File: src/ocf_pkg.sv
// shared constants and types for the per-port counter overflow flag bank
package ocf_pkg;

  // ****************************************************************
  // geometry
  // ****************************************************************
  localparam int PORTS  = 26;
  localparam int ADDR_W = 8;
  localparam int IDX_W  = 6;

  // ****************************************************************
  // register indices (byte address is four times the index)
  // ****************************************************************
  localparam logic [IDX_W-1:0] IDX_TXP      = 6'h10;
  localparam logic [IDX_W-1:0] IDX_TXL      = 6'h11;
  localparam logic [IDX_W-1:0] IDX_ERR      = 6'h12;
  localparam logic [IDX_W-1:0] IDX_IRQ_STAT = 6'h20;
  localparam logic [IDX_W-1:0] IDX_IRQ_MASK = 6'h21;

  // ****************************************************************
  // reset values and field positions
  // ****************************************************************
  localparam logic [PORTS-1:0] FLAG_RST     = 26'h000_0000;
  localparam logic [2:0]       IRQ_STAT_RST = 3'h0;
  localparam logic [2:0]       IRQ_MASK_RST = 3'h0;
  localparam int               EV_TXP       = 0;
  localparam int               EV_TXL       = 1;
  localparam int               EV_ERR       = 2;

  // ****************************************************************
  // bus responses
  // ****************************************************************
  localparam logic [1:0] RESP_OKAY   = 2'h0;
  localparam logic [1:0] RESP_SLVERR = 2'h2;

  // per-port wrap strobes from the statistics counters
  typedef struct packed {
    logic [PORTS-1:0] tx_pkt;
    logic [PORTS-1:0] tx_len;
    logic [PORTS-1:0] err;
  } ocf_wrap_t;

endpackage : ocf_pkg

File: src/ocf_top.sv
// counter overflow flag registers behind an axi4-lite slave
`timescale 1ns/1ns
`default_nettype none

module ocf_top (
  input  wire logic                        CLK,
  input  wire logic                        RESET_N,
  input  wire ocf_pkg::ocf_wrap_t          WRAP,
  input  wire logic [ocf_pkg::ADDR_W-1:0]  S_AXI_AWADDR,
  input  wire logic [2:0]                  S_AXI_AWPROT,
  input  wire logic                        S_AXI_AWVALID,
  output logic                             S_AXI_AWREADY,
  input  wire logic [31:0]                 S_AXI_WDATA,
  input  wire logic [3:0]                  S_AXI_WSTRB,
  input  wire logic                        S_AXI_WVALID,
  output logic                             S_AXI_WREADY,
  output logic [1:0]                       S_AXI_BRESP,
  output logic                             S_AXI_BVALID,
  input  wire logic                        S_AXI_BREADY,
  input  wire logic [ocf_pkg::ADDR_W-1:0]  S_AXI_ARADDR,
  input  wire logic [2:0]                  S_AXI_ARPROT,
  input  wire logic                        S_AXI_ARVALID,
  output logic                             S_AXI_ARREADY,
  output logic [31:0]                      S_AXI_RDATA,
  output logic [1:0]                       S_AXI_RRESP,
  output logic                             S_AXI_RVALID,
  input  wire logic                        S_AXI_RREADY,
  output logic                             IRQ
);

  // ****************************************************************
  // bus state
  // ****************************************************************
  typedef struct packed {
    logic                      aw_got;
    logic                      w_got;
    logic [ocf_pkg::IDX_W-1:0] w_idx;
    logic [2:0]                w_low;
    logic                      w_strb0;
    logic                      bvalid;
    logic [1:0]                bresp;
    logic                      rvalid;
    logic [1:0]                rresp;
    logic [31:0]               rdata;
  } ocf_bus_st_t;

  ocf_bus_st_t                st_r;
  ocf_bus_st_t                st_nxt;

  logic                       aw_fire;
  logic                       w_fire;
  logic                       wr_done;
  logic [ocf_pkg::IDX_W-1:0]  wr_idx;
  logic [2:0]                 wr_low;
  logic                       wr_strb0;
  logic                       wr_ok;
  logic                       mask_we;
  logic                       rd_fire;
  logic [ocf_pkg::IDX_W-1:0]  rd_idx;
  logic [31:0]                rd_word;
  logic [1:0]                 rd_resp;
  logic                       clr_txp;
  logic                       clr_txl;
  logic                       clr_err;
  logic                       clr_stat;

  logic [ocf_pkg::PORTS-1:0]  txp_set;
  logic [ocf_pkg::PORTS-1:0]  txl_set;
  logic [ocf_pkg::PORTS-1:0]  err_set;
  logic [ocf_pkg::PORTS-1:0]  txp_flags;
  logic [ocf_pkg::PORTS-1:0]  txl_flags;
  logic [ocf_pkg::PORTS-1:0]  err_flags;
  logic [2:0]                 irq_ev;
  logic [2:0]                 irq_stat;
  logic [2:0]                 irq_mask;

  assign txp_set = WRAP.tx_pkt;
  assign txl_set = WRAP.tx_len;
  assign err_set = WRAP.err;

  // ****************************************************************
  // write channel
  // ****************************************************************
  // address and data are taken independently; the response waits for both
  assign S_AXI_AWREADY = ~st_r.aw_got & ~st_r.bvalid;
  assign S_AXI_WREADY  = ~st_r.w_got & ~st_r.bvalid;
  assign aw_fire       = S_AXI_AWVALID & S_AXI_AWREADY;
  assign w_fire        = S_AXI_WVALID & S_AXI_WREADY;
  assign wr_done       = (st_r.aw_got | aw_fire) & (st_r.w_got | w_fire) & ~st_r.bvalid;
  assign wr_idx        = st_r.aw_got ? st_r.w_idx : S_AXI_AWADDR[ocf_pkg::ADDR_W-1:2];
  assign wr_low        = st_r.w_got ? st_r.w_low : S_AXI_WDATA[2:0];
  assign wr_strb0      = st_r.w_got ? st_r.w_strb0 : S_AXI_WSTRB[0];

  // flag registers are read-only; a write to them is accepted and dropped
  always_comb begin
    unique case (wr_idx)
      ocf_pkg::IDX_TXP,
      ocf_pkg::IDX_TXL,
      ocf_pkg::IDX_ERR,
      ocf_pkg::IDX_IRQ_STAT,
      ocf_pkg::IDX_IRQ_MASK: wr_ok = 1'b1;
      default:               wr_ok = 1'b0;
    endcase
  end

  assign mask_we = wr_done & wr_strb0 & (wr_idx == ocf_pkg::IDX_IRQ_MASK);

  // ****************************************************************
  // read channel
  // ****************************************************************
  // one read in flight; the next address is held off until rdata is taken
  assign S_AXI_ARREADY = ~st_r.rvalid;
  assign rd_fire       = S_AXI_ARVALID & S_AXI_ARREADY;
  assign rd_idx        = S_AXI_ARADDR[ocf_pkg::ADDR_W-1:2];

  always_comb begin
    rd_word = 32'h0000_0000;
    rd_resp = ocf_pkg::RESP_OKAY;
    case (rd_idx)
      ocf_pkg::IDX_TXP:      rd_word = 32'(txp_flags);
      ocf_pkg::IDX_TXL:      rd_word = 32'(txl_flags);
      ocf_pkg::IDX_ERR:      rd_word = 32'(err_flags);
      ocf_pkg::IDX_IRQ_STAT: rd_word = 32'(irq_stat);
      ocf_pkg::IDX_IRQ_MASK: rd_word = 32'(irq_mask);
      default:               rd_resp = ocf_pkg::RESP_SLVERR;
    endcase
  end

  // the clear lands on the same edge that captures rdata
  assign clr_txp  = rd_fire & (rd_idx == ocf_pkg::IDX_TXP);
  assign clr_txl  = rd_fire & (rd_idx == ocf_pkg::IDX_TXL);
  assign clr_err  = rd_fire & (rd_idx == ocf_pkg::IDX_ERR);
  assign clr_stat = rd_fire & (rd_idx == ocf_pkg::IDX_IRQ_STAT);

  // ****************************************************************
  // state update
  // ****************************************************************
  always_comb begin
    st_nxt = st_r;
    if (aw_fire) begin
      st_nxt.aw_got = 1'b1;
      st_nxt.w_idx  = S_AXI_AWADDR[ocf_pkg::ADDR_W-1:2];
    end
    if (w_fire) begin
      st_nxt.w_got   = 1'b1;
      st_nxt.w_low   = S_AXI_WDATA[2:0];
      st_nxt.w_strb0 = S_AXI_WSTRB[0];
    end
    if (wr_done) begin
      st_nxt.aw_got = 1'b0;
      st_nxt.w_got  = 1'b0;
      st_nxt.bvalid = 1'b1;
      st_nxt.bresp  = wr_ok ? ocf_pkg::RESP_OKAY : ocf_pkg::RESP_SLVERR;
    end else if (st_r.bvalid && S_AXI_BREADY) begin
      st_nxt.bvalid = 1'b0;
    end
    if (rd_fire) begin
      st_nxt.rvalid = 1'b1;
      st_nxt.rdata  = rd_word;
      st_nxt.rresp  = rd_resp;
    end else if (st_r.rvalid && S_AXI_RREADY) begin
      st_nxt.rvalid = 1'b0;
    end
  end

  always_ff @(posedge CLK or negedge RESET_N) begin
    if (!RESET_N) begin
      st_r <= '0;
    end else begin
      st_r <= st_nxt;
    end
  end

  assign S_AXI_BVALID = st_r.bvalid;
  assign S_AXI_BRESP  = st_r.bresp;
  assign S_AXI_RVALID = st_r.rvalid;
  assign S_AXI_RDATA  = st_r.rdata;
  assign S_AXI_RRESP  = st_r.rresp;

  // ****************************************************************
  // flag registers and interrupt
  // ****************************************************************
  ocf_flag_bank #(.PORTS(ocf_pkg::PORTS)) u_txp (
    .clk   (CLK),
    .rst_n (RESET_N),
    .set   (txp_set),
    .clr   (clr_txp),
    .flags (txp_flags)
  );

  ocf_flag_bank #(.PORTS(ocf_pkg::PORTS)) u_txl (
    .clk   (CLK),
    .rst_n (RESET_N),
    .set   (txl_set),
    .clr   (clr_txl),
    .flags (txl_flags)
  );

  ocf_flag_bank #(.PORTS(ocf_pkg::PORTS)) u_err (
    .clk   (CLK),
    .rst_n (RESET_N),
    .set   (err_set),
    .clr   (clr_err),
    .flags (err_flags)
  );

  // any wrap in a group raises that group's interrupt event
  assign irq_ev[ocf_pkg::EV_TXP] = |txp_set;
  assign irq_ev[ocf_pkg::EV_TXL] = |txl_set;
  assign irq_ev[ocf_pkg::EV_ERR] = |err_set;

  ocf_irq u_irq (
    .clk        (CLK),
    .rst_n      (RESET_N),
    .ev         (irq_ev),
    .stat_clr   (clr_stat),
    .mask_we    (mask_we),
    .mask_wdata (wr_low),
    .status     (irq_stat),
    .mask       (irq_mask),
    .irq        (IRQ)
  );

  // ****************************************************************
  // checks
  // ****************************************************************
  txl_map_a: assert property (@(posedge CLK) disable iff (!RESET_N)
    (rd_fire && rd_idx == ocf_pkg::IDX_TXL)
      |=> (S_AXI_RVALID && S_AXI_RDATA == 32'($past(txl_flags))))
    else $error("tx length flags read back wrong");

  txl_set_a: assert property (@(posedge CLK) disable iff (!RESET_N)
    (txl_set != '0) |=> ((txl_flags & $past(txl_set)) == $past(txl_set)))
    else $error("tx length wrap did not set its flag");

  txl_clear_a: assert property (@(posedge CLK) disable iff (!RESET_N)
    (clr_txl && txl_set == '0) |=> (txl_flags == '0))
    else $error("tx length flags not cleared by read");

  err_map_a: assert property (@(posedge CLK) disable iff (!RESET_N)
    (rd_fire && rd_idx == ocf_pkg::IDX_ERR)
      |=> (S_AXI_RVALID && S_AXI_RDATA[25:0] == $past(err_flags)
           && S_AXI_RDATA[31:26] == '0))
    else $error("error flags read back wrong");

  err_flag_a: assert property (@(posedge CLK) disable iff (!RESET_N)
    (clr_err && err_set == '0) ##1 (err_set == '0) |=> (err_flags == '0))
    else $error("error flags reappeared without a wrap");

  txp_high_a: assert property (@(posedge CLK) disable iff (!RESET_N)
    (txp_set[25:19] != '0) |=> (txp_flags[25:19] != '0)
      ##0 ((txp_flags & $past(txp_set)) == $past(txp_set)))
    else $error("high port packet wrap lost");

  reset_zero_a: assert property (@(posedge CLK)
    $rose(RESET_N) |-> (txp_flags == '0 && txl_flags == '0 && err_flags == '0))
    else $error("flags not zero after reset");

  txp_clear_a: assert property (@(posedge CLK) disable iff (!RESET_N)
    (clr_txp && txp_set == '0) |=> (txp_flags == '0) [*1] ##0 !S_AXI_ARREADY)
    else $error("tx packet flags not cleared by read");

  set_wins_a: assert property (@(posedge CLK) disable iff (!RESET_N)
    (clr_txl || clr_err || clr_txp)
      |=> ((txl_flags & $past(txl_set)) == $past(txl_set)
           && (err_flags & $past(err_set)) == $past(err_set)
           && (txp_flags & $past(txp_set)) == $past(txp_set)))
    else $error("wrap lost in clearing read cycle");

  irq_level_a: assert property (@(posedge CLK) disable iff (!RESET_N)
    IRQ == |(irq_stat & irq_mask))
    else $error("interrupt level disagrees with status and mask");

  bresp_map_a: assert property (@(posedge CLK) disable iff (!RESET_N)
    wr_done |=> (S_AXI_BVALID && (S_AXI_BRESP == ocf_pkg::RESP_OKAY) == $past(wr_ok)))
    else $error("write response wrong");

endmodule : ocf_top
`default_nettype wire

File: src/ocf_flag_bank.sv
// one register of sticky per-port overflow flags, cleared by a read
`timescale 1ns/1ns
`default_nettype none
module ocf_flag_bank #(
  parameter int PORTS = ocf_pkg::PORTS
) (
  input  wire logic             clk,
  input  wire logic             rst_n,
  input  wire logic [PORTS-1:0] set,
  input  wire logic             clr,
  output logic      [PORTS-1:0] flags
);

  typedef struct packed {
    logic [PORTS-1:0] flags;
  } ocf_bank_st_t;

  ocf_bank_st_t     st_r;
  ocf_bank_st_t     st_nxt;
  logic [PORTS-1:0] bit_nxt;

  // set beats the read clear so a wrap in the read cycle survives
  for (genvar i = 0; i < PORTS; i++) begin : g_bit
    assign bit_nxt[i] = set[i] | (st_r.flags[i] & ~clr);
  end

  always_comb begin
    st_nxt       = st_r;
    st_nxt.flags = bit_nxt;
  end

  always_ff @(posedge clk or negedge rst_n) begin
    if (!rst_n) begin
      st_r.flags <= PORTS'(ocf_pkg::FLAG_RST);
    end else begin
      st_r <= st_nxt;
    end
  end

  assign flags = st_r.flags;

endmodule : ocf_flag_bank
`default_nettype wire

File: src/ocf_irq.sv
// sticky interrupt status with mask and one level output
`timescale 1ns/1ns
`default_nettype none
module ocf_irq (
  input  wire logic       clk,
  input  wire logic       rst_n,
  input  wire logic [2:0] ev,
  input  wire logic       stat_clr,
  input  wire logic       mask_we,
  input  wire logic [2:0] mask_wdata,
  output logic      [2:0] status,
  output logic      [2:0] mask,
  output logic            irq
);

  typedef struct packed {
    logic [2:0] status;
    logic [2:0] mask;
  } ocf_irq_st_t;

  ocf_irq_st_t st_r;
  ocf_irq_st_t st_nxt;

  always_comb begin
    st_nxt        = st_r;
    // an event in the clearing read cycle stays pending
    st_nxt.status = ev | (st_r.status & ~{3{stat_clr}});
    if (mask_we) begin
      st_nxt.mask = mask_wdata;
    end
  end

  always_ff @(posedge clk or negedge rst_n) begin
    if (!rst_n) begin
      st_r.status <= ocf_pkg::IRQ_STAT_RST;
      st_r.mask   <= ocf_pkg::IRQ_MASK_RST;
    end else begin
      st_r <= st_nxt;
    end
  end

  assign status = st_r.status;
  assign mask   = st_r.mask;
  assign irq    = |(st_r.status & st_r.mask);

endmodule : ocf_irq
`default_nettype wire

File: config.mk
export PLATFORM = sky130hd
export DESIGN_NAME = ocf_top
export DESIGN_NICKNAME = d
export VERILOG_FILES = /design/src/ocf_pkg.sv /design/src/ocf_top.sv /design/src/ocf_flag_bank.sv /design/src/ocf_irq.sv
export SDC_FILE = /design/constraint.sdc
export NUM_CORES = 1
export LEC_CHECK = 0
export ABC_AREA = 1
export BUFFER_PORTS_ARGS = -buffer_cell sky130_fd_sc_hd__clkbuf_2
export CAP_MARGIN = 20
export CORE_MARGIN = 2
export CORE_UTILIZATION = 45
export DETAILED_ROUTE_END_ITERATION = 16
export GPL_TIMING_DRIVEN = 0
export PLACE_DENSITY = 0.71
export SYNTH_ARGS = -nofsm -noshare
export SYNTH_HDL_FRONTEND = slang
export SYNTH_SLANG_ARGS = --single-unit
File: constraint.sdc
create_clock -name CLK -period 3.85 [get_ports CLK]
set_input_delay 0.385 -clock CLK [delete_from_list [all_inputs] [get_ports CLK]]
set_output_delay 0.385 -clock CLK [all_outputs]
set_load 0.005 [all_outputs]
==> results.md <==
- Final hold vios: 0
- Via Count: 5341
- FMAX: 0.610 GHz
- Hold depth: 2
- Antenna Nets Post-Route: 0
- Slew Limit Fails: 0
- Routed vias/inst: 4.74
- Max incr delay on CP: 0.39 ns
- Die area: 14900 um^2
- Worst-Skew Late Latency: 0.42 ns
- IO buf count: 134
- Total CTS buffers: 17
- Post-DR wirelength/cell: 14.2 um
- Initial antenna violation count: 0
- Yosys cell types: 30
- Die Width: 122 um
- CTS root buffer: clkbuf_16
- Internal power: 2.73 mW
- Switch Pwr: 1.01 mW
- Critical path required time: 4.12 ns
- Critical path's slowest cell: dfrtp_1
- Worst path top cell family by delay: buffers and inverters
- CP Cell Sequence: inv_2 -> nand2_1 -> buf_6 -> inv_1 -> buf_2 -> nand3_1 -> nand2_1 -> nand4_1
- Critical Path AT: 1.91 ns
- Avg Inst Size Synth: 8.11 um^2
- Setup CP Type: reg2reg
- Worst slew pin tran: 0.551 ns
- FF-to-FF End: u_irq.status[0]$_DFF_PN0_
- CP Launch Point: S_AXI_RVALID$_DFFE_PN0P_
- Detail Placement HPWL: 12100 um
- WL final: 16000 um
- First drt pass iteration count: 5
- RSZ-0062 raised after global routing: no
- Yosys warnings: 0
- Global route overflow: 0
- Post-synth ARST share: 100%
- Met1 wire length: 7590 um
- First-pass GRT wire length: 25700 um
- Fin crit period: 1.64 ns
- Routed met2 length: 7250 um
- Rel. slew slack: 63.3%
- Final layout net count: 1076
- Final Setup Violations: 0
- Status: completed
- Fraction of the cycle the final worst path needs: 42.6%
- Ant diodes: 0
- Top Ports: 185
- Cells after synthesis: 771
- Register-to-Register Path Depth: 8
- H-tree levels: 4
- EDFF count, synth: 0
- CTS tree: built
- Clock transition at path regs: 0.06 ns
- Cell Pwr Density: 477 nW/um^2
- Hold Crit Endpoint: S_AXI_BVALID$_DFFE_PN0P_
- Share of cells above drive strength 1: 26.6%
- WHS: 0.149 ns
- Crit path launch type: register
- Post-route DRC: 0
- Worst Setup End Kind: register
- Gr usage total: 22.8%
- Synth Cell Area: 6250 um^2
- Sw Ratio: 27.0%
- Initial Util: 45.6%
- Layout area overhead: 25.4%
- Tot Pwr: 3.74 mW
- CORE AREA: 13700 um^2
- RD Place Congestion: 0.882
- Comb power frac: 15.8%
- Clock power share: 44.5%
- Clock sinks: 126
- Post-CTS setup buffer count: 0
- Setup TNS: 0 ns
- Maximum VDD drop: 290 uV
- Initial DRC Count: 453
- DR WL met3: 868 um
- Clk buf depth: 2
- Reg-to-reg slack, setup: 2.21 ns
- Hold WC Path Type: in2reg
- Vias in the first global route: 5119
- Predominant post-synthesis flop cell: dfrtp_1
- Height of the die: 122 um
- CP bufs+invs: 4
- Leakage Power: 4.38 nW
- Sequential share of power: 39.8%
- Synth Register Bits: 126
- Worst-path maximum fanout: 10
- Most frequent CP cell: nand2_1
- Sequential cell area fraction in the yosys report: 50.4%
- Row cnt: 43
- Largest net degree at the start of global routing: 109
- Max Used Layer: met4
- Final Skew: 0.00898 ns
- Worst hold start: S_AXI_BREADY
- # Max-Cap Violations: 0
- RR Startpoint: S_AXI_RVALID$_DFFE_PN0P_
==> synth_stat cells (2+ instances only) <==
| cell type | count | area [um^2] |
|---|---|---|
| nor2_4 | 3 | 33.8 |
| nand2_1 | 196 | 736 |
| nor2_1 | 43 | 161 |
| nand2_4 | 2 | 22.5 |
| o21ai_0 | 60 | 300 |
| buf_4 | 38 | 285 |
| nor2_2 | 2 | 12.5 |
| nand3_1 | 68 | 340 |
| nor3_1 | 5 | 25.0 |
| inv_2 | 3 | 11.3 |
| o21ai_1 | 10 | 50.1 |
| nand4_1 | 17 | 106 |
| o21bai_1 | 24 | 180 |
| buf_2 | 14 | 70.1 |
| inv_1 | 118 | 443 |
| clkbuf_1 | 8 | 30.0 |
| a31oi_1 | 2 | 12.5 |
| buf_6 | 6 | 67.6 |
| dfrtp_1 | 126 | 3150 |
| nand2_2 | 3 | 18.8 |
| o21ai_2 | 10 | 87.6 |
| a21oi_1 | 5 | 25.0 |
==> cells in the final DEF, fill, tap and decap left out, types with 3 or more instances in the layout <==
cell,netlist,routed
nand2_1,196,196
bufinv_16,0,3
nand4_1,17,17
dfrtp_1,126,126
inv_1,118,118
o21ai_1,10,10
clkbuf_16,0,17
clkinv_4,0,4
clkinvlp_4,0,4
clkbuf_8,0,3
nand2_2,3,3
clkbuf_2,0,133
nor3_1,5,5
buf_2,14,14
o21ai_0,60,60
inv_2,3,3
clkbuf_1,8,8
o21bai_1,24,24
buf_6,6,6
buf_4,38,38
nand3_1,68,68
a21oi_1,5,5
nor2_1,43,43
conb_1,1,8
nor2_4,3,3
o21ai_2,10,10
==> layout make-up <==
type	instances	area [um^2]
clock buffer	19	453
buffer	66	453
clock inverter	13	165
timing repair buffer	136	717
multi-input combinational	465	2220
fill	1284	5880
sequential	126	3150
tap	180	225
inverter	121	454
==> through the flow <==
stage               instances  util, %  area, um^2  worst slack, ns
floorplan                 778        -        6280             2.53
global placement         1092     52.3        7180            0.420
detailed placement       1093     52.6        7210             2.15
CTS                      1126     57.1        7840             2.21
global route             1126     57.1        7840             2.09
finish                   1126     57.1        7840             2.21
==> worst max path at each step <==
stage	end	cells after the start	slack, ns
2_1_floorplan	u_txp.flags[0]$_DFF_PN0_	7	2.53
3_3_place_gp	S_AXI_BVALID$_DFFE_PN0P_	1	0.42
3_5_place_dp	u_txp.flags[20]$_DFF_PN0_	8	2.15
4_1_cts	u_irq.status[0]$_DFF_PN0_	8	2.21
5_1_grt	u_irq.mask[1]$_DFFE_PN0P_	9	2.09
6_report	u_irq.status[0]$_DFF_PN0_	8	2.21
==> logic make-up (layout without fill, tap and decap cells) <==
family	count (synthesis)	count (layout)	synth area share [%]
mux	1	1	0.180
compound gates	114	114	10.9
flops	126	126	50.4
buf+inv	187	355	14.5
other cells	1	8	0.0600
simple gates	342	342	24.0
==> repair_timing <==
action | CTS | global route
hold endpoints to repair | 18 | 0
resized for setup | 0 | 0
hold buffers | 1 | 0
==> layer usage <==
layer,GRT usage (%),vias up
met4,7.97,0
met3,5.66,22
met5,0,-
li1,-,2707
met2,34.7,172
met1,31.9,2440
==> state kept, by name (all words and copies together), names as in the netlist <==
name,count
S_AXI_BRESP,1
S_AXI_BVALID,1
u_err.flags,26
S_AXI_RRESP,1
st_r,12
S_AXI_RDATA,26
S_AXI_RVALID,1
u_txl.flags,26
u_irq.mask,3
u_irq.status,3
u_txp.flags,26
==> power groups by stage <==
stage / logic [mW] / registers (mW) / clock network (mW)
3_5_place_dp: 0.590 / 1.51 / 0
4_1_cts: 0.596 / 1.49 / 1.67
3_3_place_gp: 0.577 / 1.51 / 0
5_1_grt: 0.675 / 1.50 / 1.73
2_1_floorplan: 0.371 / 1.49 / 0
6_report: 0.590 / 1.49 / 1.66
Note: power is estimated with default switching activity, not from simulation.
